`src/iop_pkg.sv`:
```
// Constants, reset values and helpers for the I/O pad reset and low-power control block
package iop_pkg;

  localparam int IOP_NPINS = 26;
  localparam int IOP_AW = 12;

  // Register byte offsets
  localparam logic [11:0] IOP_OFF_DATA = 12'h000;
  localparam logic [11:0] IOP_OFF_DIR = 12'h004;
  localparam logic [11:0] IOP_OFF_PULL = 12'h008;
  localparam logic [11:0] IOP_OFF_DRIVE = 12'h00c;
  localparam logic [11:0] IOP_OFF_MODE0 = 12'h02c;
  localparam logic [11:0] IOP_OFF_MODE_SEL_PINS_8_15 = 12'h030;
  localparam logic [11:0] IOP_OFF_MODE2 = 12'h034;
  localparam logic [11:0] IOP_OFF_MODE3 = 12'h038;
  localparam logic [11:0] IOP_OFF_DSET = 12'h03c;
  localparam logic [11:0] IOP_OFF_DCLR = 12'h040;
  localparam logic [11:0] IOP_OFF_LPCFG = 12'h048;
  localparam logic [11:0] IOP_OFF_STATUS = 12'h04c;

  // Reset values
  localparam logic [25:0] IOP_RST_PULL = 26'h3ffffff;
  localparam logic [31:0] IOP_RST_MODE_SEL_PINS_8_15 = 32'h00000110;
  localparam logic [31:0] IOP_RST_MODE = 32'h00000000;
  localparam logic [25:0] IOP_RST_PINS = 26'h0000000;
  localparam logic [8:0] IOP_RST_LPCFG = 9'h000;

  // Field layout of the low-power configuration of pins 9..11
  localparam int IOP_LP_OE_LSB = 0;
  localparam int IOP_LP_OUT_LSB = 3;
  localparam int IOP_LP_PULL_LSB = 6;
  localparam int IOP_LP_FIRST_PIN = 9;
  localparam int IOP_STAT_LP_BIT = 0;
  localparam int IOP_STAT_PULSE_BIT = 1;

  // Mode field layout: 4 bits per pin, 3 used, 8 pins per word
  localparam int IOP_MODE_FW = 4;
  localparam int IOP_MODE_PER_WORD = 8;
  localparam logic [2:0] IOP_MODE_GPIO = 3'h0;

  // Pin classes
  localparam logic [25:0] IOP_PULLUP_MASK = 26'h0000e00;
  localparam logic [25:0] IOP_NOPULL_MASK = 26'h0003000;
  localparam logic [25:0] IOP_LPCFG_MASK = 26'h0000e00;
  localparam int IOP_PULSE_PIN = 14;

  // Reset pulse on the shared analog test line
  localparam int IOP_PULSE_US = 75;
  localparam int IOP_CLK_MHZ = 100;
  localparam int IOP_PULSE_CYCLES = IOP_PULSE_US * IOP_CLK_MHZ;
  localparam int IOP_CNT_W = 16;
  localparam logic [1:0] IOP_SYNC_SETTLE = 2'h2;

  // Mode of one pin out of the four mode words
  function automatic logic [2:0] iop_mode_of(input logic [31:0] m0, input logic [31:0] m1,
                                             input logic [31:0] m2, input logic [31:0] m3, input int pin);
    logic [31:0] w;
    int f;
    w = m0;
    f = (pin % IOP_MODE_PER_WORD) * IOP_MODE_FW;
    unique case (pin / IOP_MODE_PER_WORD)
      0: w = m0;
      1: w = m1;
      2: w = m2;
      default: w = m3;
    endcase
    return w[f +: 3];
  endfunction

endpackage

```
`src/iop_cfg_if.sv`:
```
// Interface carrying pad configuration from the register side to the pad drivers
`timescale 1ns/1ps
interface iop_cfg_if;
  logic [25:0] dout; // Run-mode output levels
  logic [25:0] dir; // Run-mode output enables
  logic [25:0] pull; // Run-mode pull enables
  logic [31:0] mode0; // Modes pins 0-7
  logic [31:0] mode_sel_pins_8_15; // Modes pins 8-15
  logic [31:0] mode2; // Modes pins 16-23
  logic [31:0] mode3; // Modes pins 24-25
  logic [8:0] lpcfg; // Low-power setup of pins 9-11
  logic lp_mode; // Sleep or standby active
  logic tst_pulse; // Reset pulse on pin 14 active

  modport regs (output dout, dir, pull, mode0, mode_sel_pins_8_15, mode2, mode3, lpcfg, lp_mode, tst_pulse);
  modport pads (input dout, dir, pull, mode0, mode_sel_pins_8_15, mode2, mode3, lpcfg, lp_mode, tst_pulse);
endinterface

```
`src/iop_pad_drv.sv`:
```
// Registered pad driver: run mode, low-power override and reset pulse
`timescale 1ns/1ps
module iop_pad_drv
  import iop_pkg::*;
(
  input wire logic sys_clk, // System clock
  input wire logic resetn, // Async reset, active low
  iop_cfg_if.pads cfg, // Configuration from registers
  input wire logic [25:0] alt_out, // Peripheral output levels
  input wire logic [25:0] alt_oe, // Peripheral output enables
  output logic [25:0] pad_out, // Pad output level
  output logic [25:0] pad_oe, // Pad driver enable
  output logic [25:0] pad_pu, // Pull-up enable
  output logic [25:0] pad_pd // Pull-down enable
);

  logic [25:0] out_d, oe_d, pu_d, pd_d;
  logic [25:0] out_q, oe_q, pu_q, pd_q;

  // Per-pin selection; settings come straight from the registers, so leaving
  // low power restores the run-mode state with no extra bookkeeping
  always_comb begin
    logic gpio;
    logic pen;
    int k;
    gpio = 1'b0;
    pen = 1'b0;
    k = 0;
    for (int i = 0; i < IOP_NPINS; i++) begin
      gpio = (iop_mode_of(cfg.mode0, cfg.mode_sel_pins_8_15, cfg.mode2, cfg.mode3, i) == IOP_MODE_GPIO);
      pen = cfg.pull[i] & ~IOP_NOPULL_MASK[i];
      out_d[i] = gpio ? cfg.dout[i] : alt_out[i];
      oe_d[i] = gpio ? (cfg.dir[i] & ~IOP_NOPULL_MASK[i]) : alt_oe[i];
      pu_d[i] = pen & IOP_PULLUP_MASK[i];
      pd_d[i] = pen & ~IOP_PULLUP_MASK[i];
      if (cfg.lp_mode) begin
        if (IOP_LPCFG_MASK[i]) begin
          k = i - IOP_LP_FIRST_PIN;
          oe_d[i] = cfg.lpcfg[IOP_LP_OE_LSB + k];
          out_d[i] = cfg.lpcfg[IOP_LP_OUT_LSB + k];
          pu_d[i] = cfg.lpcfg[IOP_LP_PULL_LSB + k];
          pd_d[i] = 1'b0;
        end else begin
          // Pins 12, 13 stay unpulled inputs; all others float except pin 14 while the reset pulse runs
          oe_d[i] = 1'b0;
          out_d[i] = 1'b0;
          pu_d[i] = 1'b0;
          pd_d[i] = 1'b0;
        end
      end
      if (cfg.tst_pulse && i == IOP_PULSE_PIN) begin
        oe_d[i] = 1'b1;
        out_d[i] = 1'b1;
      end
    end
  end

  // Pad flops clear under reset so no driver or pull is on
  always_ff @(posedge sys_clk or negedge resetn) begin
    if (!resetn) begin
      out_q <= IOP_RST_PINS;
      oe_q <= IOP_RST_PINS;
      pu_q <= IOP_RST_PINS;
      pd_q <= IOP_RST_PINS;
    end else begin
      out_q <= out_d;
      oe_q <= oe_d;
      pu_q <= pu_d;
      pd_q <= pd_d;
    end
  end

  assign pad_out = out_q;
  assign pad_oe = oe_q;
  assign pad_pu = pu_q;
  assign pad_pd = pd_q;

endmodule // iop_pad_drv

```
`src/iop_io_pad_ctrl.sv`:
```
// Top of the I/O pad reset and low-power control block with its APB register file
`timescale 1ns/1ps
module iop_io_pad_ctrl
  import iop_pkg::*;
#(
  parameter int PULSE_CYCLES = IOP_PULSE_CYCLES // Length of the pin 14 reset pulse
) (
  input wire logic sys_clk, // System clock, 100 MHz
  input wire logic resetn, // Async reset, active low
  input wire logic psel, // APB select
  input wire logic penable, // APB enable
  input wire logic pwrite, // APB direction
  input wire logic [11:0] paddr, // APB byte address
  input wire logic [31:0] pwdata, // APB write data
  output logic [31:0] prdata, // APB read data
  output logic pready, // APB ready
  output logic pslverr, // APB error on unmapped address
  input wire logic sleep_mode, // Sleep request from power control
  input wire logic standby_mode, // Standby request from power control
  input wire logic small_pkg, // Package strap, high on small packages
  input wire logic [25:0] pad_in, // Pad input levels
  input wire logic [25:0] alt_out, // Peripheral output levels
  input wire logic [25:0] alt_oe, // Peripheral output enables
  output logic [25:0] pad_out, // Pad output level
  output logic [25:0] pad_oe, // Pad driver enable
  output logic [25:0] pad_pu, // Pull-up enable
  output logic [25:0] pad_pd, // Pull-down enable
  output logic [25:0] pad_ds, // High drive select
  output logic analog_test_line // Reset pulse on shared test line
);

  typedef enum logic [1:0] {IOP_ST_SETTLE, IOP_ST_PULSE, IOP_ST_DONE} iop_pulse_e;

  localparam logic [IOP_CNT_W-1:0] PULSE_LAST = IOP_CNT_W'(PULSE_CYCLES - 1);

  iop_cfg_if cfg ();

  ////////////////////////////////////////////////////////////////////////////
  // Input synchronisers

  logic [25:0] pin_s1_q, pin_s2_q;
  logic strap_s1_q, strap_s2_q;

  // Pads and strap are asynchronous; first stage feeds only the second
  always_ff @(posedge sys_clk or negedge resetn) begin
    if (!resetn) begin
      pin_s1_q <= IOP_RST_PINS;
      pin_s2_q <= IOP_RST_PINS;
      strap_s1_q <= 1'b0;
      strap_s2_q <= 1'b0;
    end else begin
      pin_s1_q <= pad_in;
      pin_s2_q <= pin_s1_q;
      strap_s1_q <= small_pkg;
      strap_s2_q <= strap_s1_q;
    end
  end

  ////////////////////////////////////////////////////////////////////////////
  // Reset pulse sequencer for pin 14

  iop_pulse_e pst_q, pst_d;
  logic [IOP_CNT_W-1:0] pcnt_q, pcnt_d;
  logic atl_q, atl_d;

  // Strap is judged only once the synchroniser has filled after release
  always_comb begin
    pst_d = pst_q;
    pcnt_d = pcnt_q;
    atl_d = 1'b0;
    unique case (pst_q)
      IOP_ST_SETTLE: begin
        pcnt_d = pcnt_q + 1'b1;
        if (pcnt_q[1:0] == IOP_SYNC_SETTLE) begin
          pcnt_d = '0;
          pst_d = strap_s2_q ? IOP_ST_PULSE : IOP_ST_DONE;
          atl_d = strap_s2_q;
        end
      end
      IOP_ST_PULSE: begin
        atl_d = 1'b1;
        pcnt_d = pcnt_q + 1'b1;
        if (pcnt_q == PULSE_LAST) begin
          atl_d = 1'b0;
          pst_d = IOP_ST_DONE;
          pcnt_d = '0;
        end
      end
      IOP_ST_DONE: begin
        pcnt_d = '0;
      end
    endcase
  end

  always_ff @(posedge sys_clk or negedge resetn) begin
    if (!resetn) begin
      pst_q <= IOP_ST_SETTLE;
      pcnt_q <= '0;
      atl_q <= 1'b0;
    end else begin
      pst_q <= pst_d;
      pcnt_q <= pcnt_d;
      atl_q <= atl_d;
    end
  end

  ////////////////////////////////////////////////////////////////////////////
  // APB register file

  logic [25:0] dout_q, dout_d;
  logic [25:0] dir_q, dir_d;
  logic [25:0] pull_q, pull_d;
  logic [25:0] ds_q, ds_d;
  logic [31:0] mode0_q, mode0_d, mode_sel_pins_8_15_q, mode_sel_pins_8_15_d, mode2_q, mode2_d, mode3_q, mode3_d;
  logic [8:0] lpcfg_q, lpcfg_d;
  logic [31:0] prdata_q, prdata_d;
  logic pready_q, pready_d;
  logic pslverr_q, pslverr_d;
  logic lp_mode;

  assign lp_mode = sleep_mode | standby_mode;

  // Address decode shared by read and write paths
  function automatic logic iop_mapped(input logic [11:0] a);
    return a == IOP_OFF_DATA || a == IOP_OFF_DIR || a == IOP_OFF_PULL || a == IOP_OFF_DRIVE ||
           a == IOP_OFF_MODE0 || a == IOP_OFF_MODE_SEL_PINS_8_15 || a == IOP_OFF_MODE2 || a == IOP_OFF_MODE3 ||
           a == IOP_OFF_DSET || a == IOP_OFF_DCLR || a == IOP_OFF_LPCFG || a == IOP_OFF_STATUS;
  endfunction

  // Answer is prepared in setup, so every access phase lasts one cycle
  always_comb begin
    logic wr;
    wr = psel & penable & pready_q & pwrite & ~pslverr_q;
    dout_d = dout_q;
    dir_d = dir_q;
    pull_d = pull_q;
    ds_d = ds_q;
    mode0_d = mode0_q;
    mode_sel_pins_8_15_d = mode_sel_pins_8_15_q;
    mode2_d = mode2_q;
    mode3_d = mode3_q;
    lpcfg_d = lpcfg_q;
    pready_d = psel & ~penable;
    pslverr_d = psel & ~penable & ~iop_mapped(paddr);
    prdata_d = '0;
    if (psel && !penable && !pwrite) begin
      unique case (paddr)
        IOP_OFF_DATA: prdata_d = {6'h00, pin_s2_q};
        IOP_OFF_DIR: prdata_d = {6'h00, dir_q};
        IOP_OFF_PULL: prdata_d = {6'h00, pull_q};
        IOP_OFF_DRIVE: prdata_d = {6'h00, ds_q};
        IOP_OFF_MODE0: prdata_d = mode0_q;
        IOP_OFF_MODE_SEL_PINS_8_15: prdata_d = mode_sel_pins_8_15_q;
        IOP_OFF_MODE2: prdata_d = mode2_q;
        IOP_OFF_MODE3: prdata_d = mode3_q;
        IOP_OFF_DSET: prdata_d = {6'h00, dout_q};
        IOP_OFF_DCLR: prdata_d = {6'h00, dout_q};
        IOP_OFF_LPCFG: prdata_d = {23'h000000, lpcfg_q};
        IOP_OFF_STATUS: begin
          prdata_d[IOP_STAT_LP_BIT] = lp_mode;
          prdata_d[IOP_STAT_PULSE_BIT] = atl_q;
        end
        default: prdata_d = '0;
      endcase
    end
    if (wr) begin
      unique case (paddr)
        IOP_OFF_DATA: dout_d = pwdata[25:0];
        IOP_OFF_DIR: dir_d = pwdata[25:0];
        IOP_OFF_PULL: pull_d = pwdata[25:0];
        IOP_OFF_DRIVE: ds_d = pwdata[25:0];
        IOP_OFF_MODE0: mode0_d = pwdata;
        IOP_OFF_MODE_SEL_PINS_8_15: mode_sel_pins_8_15_d = pwdata;
        IOP_OFF_MODE2: mode2_d = pwdata;
        IOP_OFF_MODE3: mode3_d = pwdata;
        IOP_OFF_DSET: dout_d = dout_q | pwdata[25:0];
        IOP_OFF_DCLR: dout_d = dout_q & ~pwdata[25:0];
        IOP_OFF_LPCFG: lpcfg_d = pwdata[8:0];
        default: dout_d = dout_q;
      endcase
    end
  end

  // Register state; pin defaults come from these reset values
  always_ff @(posedge sys_clk or negedge resetn) begin
    if (!resetn) begin
      dout_q <= IOP_RST_PINS;
      dir_q <= IOP_RST_PINS;
      pull_q <= IOP_RST_PULL;
      ds_q <= IOP_RST_PINS;
      mode0_q <= IOP_RST_MODE;
      mode_sel_pins_8_15_q <= IOP_RST_MODE_SEL_PINS_8_15;
      mode2_q <= IOP_RST_MODE;
      mode3_q <= IOP_RST_MODE;
      lpcfg_q <= IOP_RST_LPCFG;
      prdata_q <= '0;
      pready_q <= 1'b0;
      pslverr_q <= 1'b0;
    end else begin
      dout_q <= dout_d;
      dir_q <= dir_d;
      pull_q <= pull_d;
      ds_q <= ds_d;
      mode0_q <= mode0_d;
      mode_sel_pins_8_15_q <= mode_sel_pins_8_15_d;
      mode2_q <= mode2_d;
      mode3_q <= mode3_d;
      lpcfg_q <= lpcfg_d;
      prdata_q <= prdata_d;
      pready_q <= pready_d;
      pslverr_q <= pslverr_d;
    end
  end

  ////////////////////////////////////////////////////////////////////////////
  // Pad drivers

  // Low-power override reads the live request; the run settings stay
  // untouched in the registers and reappear on exit
  assign cfg.dout = dout_q;
  assign cfg.dir = dir_q;
  assign cfg.pull = pull_q;
  assign cfg.mode0 = mode0_q;
  assign cfg.mode_sel_pins_8_15 = mode_sel_pins_8_15_q;
  assign cfg.mode2 = mode2_q;
  assign cfg.mode3 = mode3_q;
  assign cfg.lpcfg = lpcfg_q;
  assign cfg.lp_mode = lp_mode;
  assign cfg.tst_pulse = atl_q;

  iop_pad_drv u_pad (
    .sys_clk(sys_clk),
    .resetn(resetn),
    .cfg(cfg),
    .alt_out(alt_out),
    .alt_oe(alt_oe),
    .pad_out(pad_out),
    .pad_oe(pad_oe),
    .pad_pu(pad_pu),
    .pad_pd(pad_pd)
  );

  assign prdata = prdata_q;
  assign pready = pready_q;
  assign pslverr = pslverr_q;
  assign pad_ds = ds_q;
  assign analog_test_line = atl_q;

endmodule // iop_io_pad_ctrl

```
`config.mk`:
```
export PLATFORM = sky130hd
export DESIGN_NAME = iop_io_pad_ctrl
export DESIGN_NICKNAME = d
export VERILOG_FILES = /design/src/iop_pkg.sv /design/src/iop_cfg_if.sv /design/src/iop_pad_drv.sv /design/src/iop_io_pad_ctrl.sv
export SDC_FILE = /design/constraint.sdc
export NUM_CORES = 1
export LEC_CHECK = 0
export ABC_CLOCK_PERIOD_IN_PS = 1700
export BUFFER_PORTS_ARGS = -buffer_cell sky130_fd_sc_hd__buf_2
export CAP_MARGIN = 20
export CORE_MARGIN = 3
export CORE_UTILIZATION = 51
export CTS_BUF_LIST = sky130_fd_sc_hd__clkbuf_8 sky130_fd_sc_hd__clkbuf_16
export CTS_CLUSTER_DIAMETER = 60
export CTS_CLUSTER_SIZE = 25
export DETAILED_ROUTE_END_ITERATION = 16
export GPL_ROUTABILITY_DRIVEN = 1
export MAX_ROUTING_LAYER = met4
export PLACE_DENSITY = 0.72
export SYNTH_ARGS = -nofsm -noshare
export SYNTH_HDL_FRONTEND = slang
export SYNTH_SLANG_ARGS = --single-unit
export TNS_END_PERCENT = 1
```
`constraint.sdc`:
```
create_clock -name sys_clk -period 1.7 [get_ports sys_clk]
set_input_delay 0.085 -clock sys_clk [delete_from_list [all_inputs] [get_ports sys_clk]]
set_output_delay 0.085 -clock sys_clk [all_outputs]
set_load 0.02 [all_outputs]
```
==> reports/metrics.csv, run 1 <==
metric,value,unit
Clk network pwr share,39.4,%
number of synthesized register bits,424,
Rows,68,
sequential element share of the synthesized area,59.4,%
TNS Setup,-41.63,ns
number of enable flip-flop cells after synthesis,0,
cell internal power dissipation,14.5,mW
result of the run,"finished, violations left",
critical path class,flip-flop to flip-flop,
number of synthesis warnings,0,
number of endpoints with negative hold slack in the final report,0,
placed cell count,2214,
power density over the cells,814,mW/mm^2
flip-flop cell with the highest count after synthesis,dfrtp_1,
Sw Ratio,25.9,%
number of failing setup endpoints in the final timing report,177,
biggest fanout along the worst timing path,5,
Die Y,193,um
Pwr Total,19.6,mW
clock tree from TritonCTS,done,
CP required,2.16,ns
M1 WL,23800,um
number of buffers added by the clock tree synthesis step,30,
final hold slack,0.0205,ns
"most used cell, CP",buf_6,
Skew-Pair Late Insertion Delay,0.60,ns
cell class contributing the biggest share of worst-path delay,simple AND/OR/NAND/NOR gates,
number of port buffers,266,
buffers and inverters on the worst path,4,
clock-pin slew reported for the worst setup and hold paths after clock tree synthesis,0.10,ns
first-pass GRT wire length,88300,um
H-tree lvl count,1,
violations in the final reports,setup timing,
timing-limited maximum frequency,488,MHz
sequence of cells on the critical path,nand4_1 -> or3_1 -> buf_6 -> buf_12 -> nor2_4 -> buf_6 -> clkbuf_16 -> mux2_4,
combinational power share,8.3,%
Fin Clk Skew,0.0277,ns
number of placed I/O pins,295,
initial standard-cell utilization of the core,51.8,%
detailed-placement wirelength estimate,39200,um
overall die area,0.0374,sq mm
worst min-delay path class,primary input to flip-flop,
total clock sinks,424,
DRC violations left,0,
minimum setup slack among reg-to-reg paths,-0.35,ns
DRT antenna net count,0,
Final GP Congestion,0.956,
fraction of layout cells with a size suffix above 1,42.0,%
worst-case setup margin in the final layout,-0.351,ns
routed via count,14100,
synthesized instance count,1386,
largest net degree at the start of global routing,78,
leakage power total,12.0,nW
standard cell core area,0.0346,sq mm
sequential fraction of design power,52.3,%
DIE WIDTH,193,um
summed instance area of the synthesized netlist,0.0179,sq mm
mean area per synthesized cell,12.9,sq um
via-per-instance ratio,5.87,
wire length reported by the detailed router,58800,um
Longest Clk Path Bufs,3,
total overflow reported by the global router,0,
Total Routing Usage GR,31.2,%
vias in the first global route,14600,
IR Drop Worst-Case VDD,0.000788,V
# fillers,2380,
startpoint class of the critical path,flip-flop,
WP data arrival,2.51,ns
antenna violations before repair,1,
Worst Max-Slew Pin Slew,0.549,ns
Avg WL per Cell,24.5,um
fraction of registers with async set or reset after synthesis,100,%
CP Capture Type,flip-flop,
shortest clock period the worst path allows after layout,2.05,ns
Iteration-0 DRC Markers,1399,
RSZ-0062 raised after global routing,true,
final std cells w/o fill,2403,
number of pins with negative max-slew slack in the final report,0,
root buffer cell,clkbuf_16,
master of the slowest instance on the critical path,or3_1,
share of the clock period used by the worst path after layout,121,%
largest stage delay on the critical path,0.36,ns
total iterations of the first detailed-routing run,9,
Met2 Wirelength,27800,um
max-slew headroom at the worst pin,63.4,%
met3 WL,4800,um
max-capacitance violation count,0,
"Distinct cells, synth",66,
layout-stage area growth over the synthesis result,34.4,%
highest routing layer actually used,met4,
Sw Pwr,5.09,mW
net total in the final layout,2059,
==> state kept, by name (all words and copies together), names as in the netlist, 2 cells and up <==
signal and count:
u_pad.pad_pd 21, u_pad.pad_oe 26, cfg.mode_sel_pins_8_15 32, cfg.mode2 32, u_pad.pad_out 26, pin_s2_q 26, cfg.dir 26, cfg.dout 26
prdata 32, pcnt_q 16, cfg.mode3 32, pad_ds 26, u_pad.pad_pu 3, cfg.mode0 32, pst_q 2, cfg.lpcfg 9
cfg.pull 26, pin_s1_q 26
==> cells in the mapped netlist (16+ instances only) <==
master	n	share of area, %
inv_1	19	0.40
mux2_1	31	1.9
nand2_1	80	1.7
buf_2	20	0.56
clkbuf_1	41	0.86
a22oi_1	21	0.88
nor3_1	34	0.95
nor2_1	84	1.8
a222oi_1	26	1.5
mux2_2	197	12
and2_1	22	0.77
dfrtp_1	396	55
a22o_1	25	1.2
o22ai_1	16	0.56
dfstp_2	28	4.1
mux2i_1	80	4.5
o21ai_0	61	1.7
buf_4	31	1.3
a21oi_1	32	0.89
==> worst register-to-register path, delay by kind of cell (launching register included) <==
family	cells	cell delay, ns
and+or+nand+nor	3	0.67
buffers and inverters	4	0.61
DFF	1	0.35
muxes	1	0.30
==> placed cells by master, fill, tap and decap left out, drive strengths merged, types with 5 or more instances in the layout <==
cell type    instances
clkbuf              36
inv                 29
nor3                38
mux2               228
buf                467
nor2                87
a22oi               21
a21oi               33
mux4                 9
mux2i               80
dfstp               28
xnor2                7
o21ai               61
dlygate4sd3        117
nand2               80
conb                28
xor2                 8
o22ai               16
dfrtp              396
a222oi              26
a22o                25
nand3               14
clkinv               9
and3                 5
a31oi                7
nand4                6
ha                   6
and2                23
==> repair_timing <==
| action | in CTS | in global routing |
|---|---|---|
| endpoints found under the setup margin | 174 | 244 |
| gates resized for setup | 89 | 66 |
| buffers inserted | 3 | 8 |
| hold buffers | 118 | 0 |
| pin swaps | 21 | 9 |
| endpoints found under the hold margin | 724 | 0 |
| gates cloned | 1 | 3 |
==> logic make-up after synthesis <==
family,synth area share (%)
compound gates,8.20
xor+xnor,0.733
fa+ha+maj,0.419
buf+inv,3.64
flops,59.4
mux,19.9
other cells,0.0209
simple gates,7.69
==> metal layers <==
metal  vias up  global-route usage, %
met5         -                      -
met4         0                   9.91
met3       151                   5.73
met2       745                   49.4
met1      7192                   41.4
li1       6012                      -
==> final timing paths <==
kind	startpoint	to	depth (start not counted)
min in group asynchronous	resetn	cfg.pull[0]	2
min	standby_mode	u_pad.pad_pu[9]	5
min reg2reg	pin_s1_q[20]	pin_s2_q[20]	0
max in group asynchronous	resetn	cfg.pull[16]	4
max reg2reg	pready	cfg.mode0[27]	8
max	pready	cfg.mode0[27]	8
==> final cells by class <==
type                            instances  area (sq um)  area share, %
Sequential cell                       424         10600           44.2
Multi-Input combinational cell        861          7220           30.0
Clock inverter                         23           263           1.09
Timing Repair Buffer                  587          4520           18.7
Tap cell                              455           569           2.36
Antenna cell                            1          2.50         0.0104
Inverter                               19          71.3          0.296
Clock buffer                           33           803           3.33
==> power by group through the flow <==
stage | Clock (mW) | Combinational [mW] | Sequential (mW)
final | 7.73 | 1.63 | 10.3
after global routing | 8.24 | 1.77 | 10.3
after CTS | 7.83 | 1.62 | 10.3
after detailed placement | 0 | 1.38 | 10.4
after global placement | 0 | 1.35 | 10.4
after floorplan | 0 | 0.573 | 10.5
==> through the flow <==
step	utilization (%)	setup slack (ns)	cell area [sq um]
finish	69.6	-0.351	24100
CTS	68.5	-0.279	23700
floorplan	-	-0.456	18000
global route	69.6	-0.387	24100
global placement	60.9	-0.532	21100
detailed placement	60.9	-0.566	21100
Power figures use the tool's default switching activity.
==> inputs of run 2 (changes only) <==
--- a/config.mk
+++ b/config.mk
@@ -5,18 +5,18 @@
 export SDC_FILE = /design/constraint.sdc
 export NUM_CORES = 1
 export LEC_CHECK = 0
-export ABC_CLOCK_PERIOD_IN_PS = 1700
-export BUFFER_PORTS_ARGS = -buffer_cell sky130_fd_sc_hd__buf_2
+export ABC_CLOCK_PERIOD_IN_PS = 2460
+export BUFFER_PORTS_ARGS = -buffer_cell sky130_fd_sc_hd__buf_4
 export CAP_MARGIN = 20
 export CORE_MARGIN = 3
-export CORE_UTILIZATION = 51
+export CORE_UTILIZATION = 60
 export CTS_BUF_LIST = sky130_fd_sc_hd__clkbuf_8 sky130_fd_sc_hd__clkbuf_16
 export CTS_CLUSTER_DIAMETER = 60
 export CTS_CLUSTER_SIZE = 25
 export DETAILED_ROUTE_END_ITERATION = 16
 export GPL_ROUTABILITY_DRIVEN = 1
 export MAX_ROUTING_LAYER = met4
-export PLACE_DENSITY = 0.72
+export PLACE_DENSITY = 0.8
 export SYNTH_ARGS = -nofsm -noshare
 export SYNTH_HDL_FRONTEND = slang
 export SYNTH_SLANG_ARGS = --single-unit
==> constraint.sdc (replaced) <==
create_clock -name sys_clk -period 2.46 [get_ports sys_clk]
set_input_delay 0.123 -clock sys_clk [delete_from_list [all_inputs] [get_ports sys_clk]]
set_output_delay 0.123 -clock sys_clk [all_outputs]
set_load 0.02 [all_outputs]
==> reports/metrics.csv, run 2 (synthesis results as in run 1) <==
metric,value,unit,change
number of failing setup endpoints in the final timing report,0,,-100%
master of the slowest instance on the critical path,or3_1,,
H-tree lvl count,1,,unchanged
TNS Setup,0,ns,+41.63 ns
number of pins with negative max-slew slack in the final report,0,,unchanged
shortest clock period the worst path allows after layout,2.33,ns,
startpoint class of the critical path,primary input,,
Pwr Total,13.7,mW,-30%
area of all sequential standard cells,0.0106,sq mm,unchanged
max-slew headroom at the worst pin,49.0,%,-14 points
footprint of the multi-input gates,0.00676,sq mm,-6.4%
worst min-delay path startpoint,paddr[3],,
worst hold path endpoint,pslverr,,
number of buffers added by the clock tree synthesis step,28,,-6.7%
vias in the first global route,13900,,-4.9%
number of endpoints with negative hold slack in the final report,0,,unchanged
cell class contributing the biggest share of worst-path delay,simple AND/OR/NAND/NOR gates,,
routed via count,13500,,-4.3%
"leading cell type in the layout, fill and taps excluded",dfrtp_1,,
root buffer cell,clkbuf_16,,
clock-pin slew reported for the worst setup and hold paths after clock tree synthesis,0.09,ns,about the same
# fillers,1652,,-31%
critical path class,primary input to flip-flop,,
Rows,62,,-8.8%
worst-case setup margin in the final layout,0.131,ns,+0.482 ns
buffers and inverters on the worst path,3,,-1
worst min-delay path class,primary input to flip-flop,,
via-per-instance ratio,6.08,,+3.7%
initial standard-cell utilization of the core,61.6,%,+9.9 points
fraction of layout cells with a size suffix above 1,36.1,%,-5.9 points
DRC violations left,0,,unchanged
layout-stage area growth over the synthesis result,29.2,%,
placed cell count,2046,,-7.6%
CP required,2.90,ns,+0.74 ns
Worst Max-Slew Pin Slew,0.759,ns,+0.210 ns
largest stage delay on the critical path,0.61,ns,+0.25 ns
first-pass GRT wire length,83100,um,-6.0%
sequence of cells on the critical path,dlygate4sd3_1 -> buf_4 -> or4_1 -> or3_1 -> nor3_4 -> buf_4 -> mux2_1,,
reg-to-reg critical path startpoint,pready,,
IR Drop Worst-Case VDD,0.000475,V,-40%
antenna violations before repair,0,,-1
number of placed I/O pins,295,,unchanged
number of resized instances in the post-cts repair step,0,,-100%
count of cells along the worst hold path,3,,-2
timing-limited maximum frequency,429,MHz,
Final GP Congestion,0.932,,-2.5%
Die Y,179,um,-7.6%
total overflow reported by the global router,0,,unchanged
CP Capture Type,flip-flop,,
stages on the worst setup path,7,,-1
detailed-placement wirelength estimate,36600,um,-6.7%
result of the run,finished clean,,
diode insertion count for antenna repair,0,,-1
RSZ-0062 raised after global routing,false,,
number of port buffers,266,,unchanged
"most used cell, CP",buf_4,,
minimum setup slack among reg-to-reg paths,0.28,ns,+0.63 ns
DIE WIDTH,179,um,-7.6%
total iterations of the first detailed-routing run,8,,-1
Fin Clk Skew,0.0307,ns,+0.00294 ns
net total in the final layout,1948,,-5.4%
standard cell core area,0.0291,sq mm,-16%
share of the clock period used by the worst path after layout,94.7,%,
Skew-Pair Late Insertion Delay,0.58,ns,-0.02 ns
max-capacitance violation count,0,,unchanged
final std cells w/o fill,2218,,-7.7%
overall die area,0.0320,sq mm,-15%
most frequent cells in the layout,"dfrtp_1 (396), buf_4 (340), mux2_2 (197), dlygate4sd3_1 (119), nor2_1 (83)",,
pre-CTS setup slack,-0.00729,ns,+0.558 ns
leakage power total,11.4,nW,-4.8%
DRT antenna net count,0,,unchanged
cell count of the worst reg-to-reg path,5,,-3
power density over the cells,590,mW/mm^2,-28%
biggest fanout along the worst timing path,12,,+7
Critical R2R Capture,cfg.dir[13],,
Longest Clk Path Bufs,3,,unchanged
Total Routing Usage GR,35.6,%,+4.3 points
wire length reported by the detailed router,55000,um,-6.4%
Iteration-0 DRC Markers,1417,,+1.3%
total clock sinks,424,,unchanged
WP data arrival,2.77,ns,+0.26 ns
clock tree from TritonCTS,done,,
Avg WL per Cell,24.8,um,+1.4%
largest net degree at the start of global routing,71,,-9.0%
==> run 2: cell types whose count changed in the layout (fill, tap and decap cells not counted), moves of 5 or more <==
cell and delta:
nand2_1 +5, mux2_1 +25, mux2_2 +83, nand2_2 -5, clkbuf_16 -5, mux2_4 -108, buf_4 +181, o21ai_0 +6
buf_2 -264, buf_12 -12, buf_6 -13
==> run 2: cell type report <==
class | count | area share (%)
Clock inverter | 21 | 1.42
Timing Repair Buffer | 478 | 17.8
Inverter | 19 | 0.308
Tap cell | 384 | 2.08
Clock buffer | 31 | 3.25
Sequential cell | 424 | 46.0
Multi-Input combinational cell | 861 | 29.2
==> run 2: tightest hold or removal path, stage by stage <==
cell and delay [ns]:
buf_4 0.14, a2bb2oi_1 0.13, o311a_1 0.15
==> run 2: metal layers <==
| layer | up-vias | wire (um) | GRT usage [%] |
|---|---|---|---|
| li1 | 5786 | - | - |
| met1 | 6820 | 21400 | 47.4 |
| met3 | 137 | 4840 | 5.89 |
| met5 | - | 0 | - |
| met4 | 0 | 2220 | 12.4 |
| met2 | 752 | 26500 | 56.1 |
==> run 2: power breakdown <==
part	internal [mW]	switching (mW)
clock	2.71	2.74
combinational	0.473	0.644
sequential	7.05	0.0508
==> run 2: worst max-delay path by stage <==
stage | slack, ns | from | endpoint
global placement | 0.02 | paddr[9] | cfg.dir[6]
finish | 0.13 | paddr[10] | cfg.dir[13]
detailed placement | -0.007 | paddr[9] | cfg.dir[12]
floorplan | 0.25 | paddr[9] | pad_ds[10]
CTS | 0.14 | paddr[10] | cfg.dir[13]
global route | 0.09 | paddr[10] | cfg.dir[11]
==> run 2: stage by stage <==
stage | area, sq um | hold slack, ns | utilization (%)
finish | 23200 | 0.00650 | 79.6
floorplan | 18000 | -0.173 | -
global route | 23200 | 0.0308 | 79.6
detailed placement | 20900 | 0.132 | 71.7
global placement | 20900 | 0.126 | 71.7
CTS | 23100 | 0.00542 | 79.5
==> run 2: timing repair <==
item                      in CTS  in global routing
hold buffers                 119                  0
buffers inserted               0                  0
hold endpoints to repair     443                  0
==> inputs of run 3 (changes only) <==
--- a/config.mk
+++ b/config.mk
@@ -7,16 +7,16 @@
 export LEC_CHECK = 0
 export ABC_CLOCK_PERIOD_IN_PS = 2460
 export BUFFER_PORTS_ARGS = -buffer_cell sky130_fd_sc_hd__buf_4
-export CAP_MARGIN = 20
+export CAP_MARGIN = 0
 export CORE_MARGIN = 3
-export CORE_UTILIZATION = 60
+export CORE_UTILIZATION = 35
 export CTS_BUF_LIST = sky130_fd_sc_hd__clkbuf_8 sky130_fd_sc_hd__clkbuf_16
 export CTS_CLUSTER_DIAMETER = 60
 export CTS_CLUSTER_SIZE = 25
 export DETAILED_ROUTE_END_ITERATION = 16
 export GPL_ROUTABILITY_DRIVEN = 1
 export MAX_ROUTING_LAYER = met4
-export PLACE_DENSITY = 0.8
+export PLACE_DENSITY = 0.5
 export SYNTH_ARGS = -nofsm -noshare
 export SYNTH_HDL_FRONTEND = slang
 export SYNTH_SLANG_ARGS = --single-unit
==> reports/metrics.csv, run 3 (synthesis results as in run 1) <==
metric,value,unit,change
total iterations of the first detailed-routing run,6,,-2
clock tree from TritonCTS,done,,
area of all sequential standard cells,0.0106,sq mm,unchanged
Die Y,232,um,+30%
startpoint class of the critical path,flip-flop,,
Total Routing Usage GR,22.8,%,-13 points
Fin Clk Skew,0.0200,ns,-0.0107 ns
largest net degree at the start of global routing,89,,+25%
result of the run,finished clean,,
setup bufs post-CTS,0,,unchanged
CP Capture Type,flip-flop,,
pre-CTS setup slack,0.0146,ns,+0.0219 ns
first-pass GRT wire length,88900,um,+7.0%
final std cells w/o fill,2526,,+14%
count of cells along the worst hold path,3,,unchanged
clock-pin slew reported for the worst setup and hold paths after clock tree synthesis,0.07,ns,-0.02 ns
overall die area,0.0540,sq mm,+69%
timing-limited maximum frequency,471,MHz,+9.6%
number of failing setup endpoints in the final timing report,0,,unchanged
routed via count,13000,,-3.5%
number of placed I/O pins,295,,unchanged
footprint of the multi-input gates,0.00678,sq mm,+0.20%
Final GP Congestion,0.866,,-7.1%
worst-case setup margin in the final layout,0.335,ns,+0.204 ns
Skew-Pair Late Insertion Delay,0.58,ns,about the same
max-capacitance violation count,0,,unchanged
shortest clock period the worst path allows after layout,2.13,ns,-0.204 ns
DRC violations left,0,,unchanged
H-tree lvl count,2,,+1
total clock sinks,424,,unchanged
final hold slack,0.00847,ns,+0.00197 ns
# fillers,4550,,+180%
placed cell count,2337,,+14%
cell count of the worst reg-to-reg path,5,,unchanged
number of port buffers,266,,unchanged
critical path class,flip-flop to flip-flop,,
layout-stage area growth over the synthesis result,33.0,%,
worst min-delay path class,primary input to flip-flop,,
power density over the cells,627,mW/mm^2,+6.2%
net total in the final layout,1956,,+0.41%
wire length reported by the detailed router,60100,um,+9.2%
share of the clock period used by the worst path after layout,86.4,%,-8.3 points
TNS Setup,0,ns,unchanged
Iteration-0 DRC Markers,983,,-31%
utilization after layout,47.3,%,-32 points
fraction of layout cells with a size suffix above 1,37.3,%,+1.2 points
max-slew headroom at the worst pin,50.3,%,+1.3 points
vias in the first global route,13600,,-1.9%
Pwr Total,14.9,mW,+9.4%
CP required,2.91,ns,about the same
detailed-placement wirelength estimate,42000,um,+15%
standard cell core area,0.0504,sq mm,+73%
Longest Clk Path Bufs,3,,unchanged
DIE WIDTH,232,um,+30%
Worst Max-Slew Pin Slew,0.739,ns,-0.0199 ns
initial standard-cell utilization of the core,35.6,%,-26 points
most frequent cells in the layout,"dfrtp_1 (396), buf_4 (341), mux2_2 (197), dlygate4sd3_1 (112), nor2_1 (81)",,
total overflow reported by the global router,0,,unchanged
IR Drop Worst-Case VDD,0.000444,V,-6.4%
area after detailed placement,0.0213,sq mm,+2.0%
RSZ-0062 raised after global routing,false,,
root buffer cell,clkbuf_16,,
Avg WL per Cell,23.8,um,-4.1%
number of pins with negative max-slew slack in the final report,0,,unchanged
number of endpoints with negative hold slack in the final report,0,,unchanged
biggest fanout along the worst timing path,23,,+11
Rows,82,,+32%
leakage power total,11.6,nW,+1.5%
number of buffers added by the clock tree synthesis step,41,,+46%
via-per-instance ratio,5.16,,-15%
post-route cell area,0.0238,sq mm,+3.0%
"leading cell type in the layout, fill and taps excluded",dfrtp_1,,
antenna violations before repair,2,,+2
DRT antenna net count,0,,unchanged
WP data arrival,2.57,ns,-0.20 ns
## run 3: worst paths after layout
check / start / to / slack, ns
worst max-delay path: pready / cfg.dir[18] / 0.33
worst min-delay path: alt_out[10] / u_pad.pad_out[10] / 0.008
worst max register to register: pready / cfg.dir[18] / 0.33
worst min register to register: pin_s1_q[6] / pin_s2_q[6] / 0.34
max in group asynchronous: resetn / pcnt_q[15] / 1.47
min in group asynchronous: resetn / u_pad.pad_out[23] / 0.07
## run 3: timing repair
item	CTS	global route
resized for setup	0	0
hold buffers	112	0
hold endpoints to repair	529	0
## run 3: power by group
part / total [mW] / internal [mW] / leakage [nW] / switching (mW)
registers: 7.11 / 7.05 / 5.62 / 0.0537
logic: 1.10 / 0.459 / 5.23 / 0.643
clock network: 6.73 / 3.67 / 0.711 / 3.07
## run 3: area by class of cell
| type | instances | share of cell area, % |
|---|---|---|
| Antenna cell | 1 | 0.0105 |
| Clock buffer | 48 | 4.80 |
| Clock inverter | 28 | 1.22 |
| Inverter | 19 | 0.299 |
| Multi-Input combinational cell | 861 | 28.4 |
| Sequential cell | 424 | 44.6 |
| Tap cell | 672 | 3.53 |
| Timing Repair Buffer | 473 | 17.1 |
## run 3: metal layers
layer | wire [um] | global-route usage [%] | up-vias
met1 | 27100 | 31.2 | 6713
met3 | 3340 | 3.42 | 79
li1 | - | - | 5821
met4 | 1620 | 6.84 | 0
met5 | 0 | - | -
met2 | 28000 | 35.2 | 416
## run 3: worst max-delay path: stages, from the launching register on
cell     delay (ns)
dfrtp_1        0.35
nand4_1        0.19
or3_1          0.56
nor3_4         0.25
buf_12         0.27
mux2_1         0.35
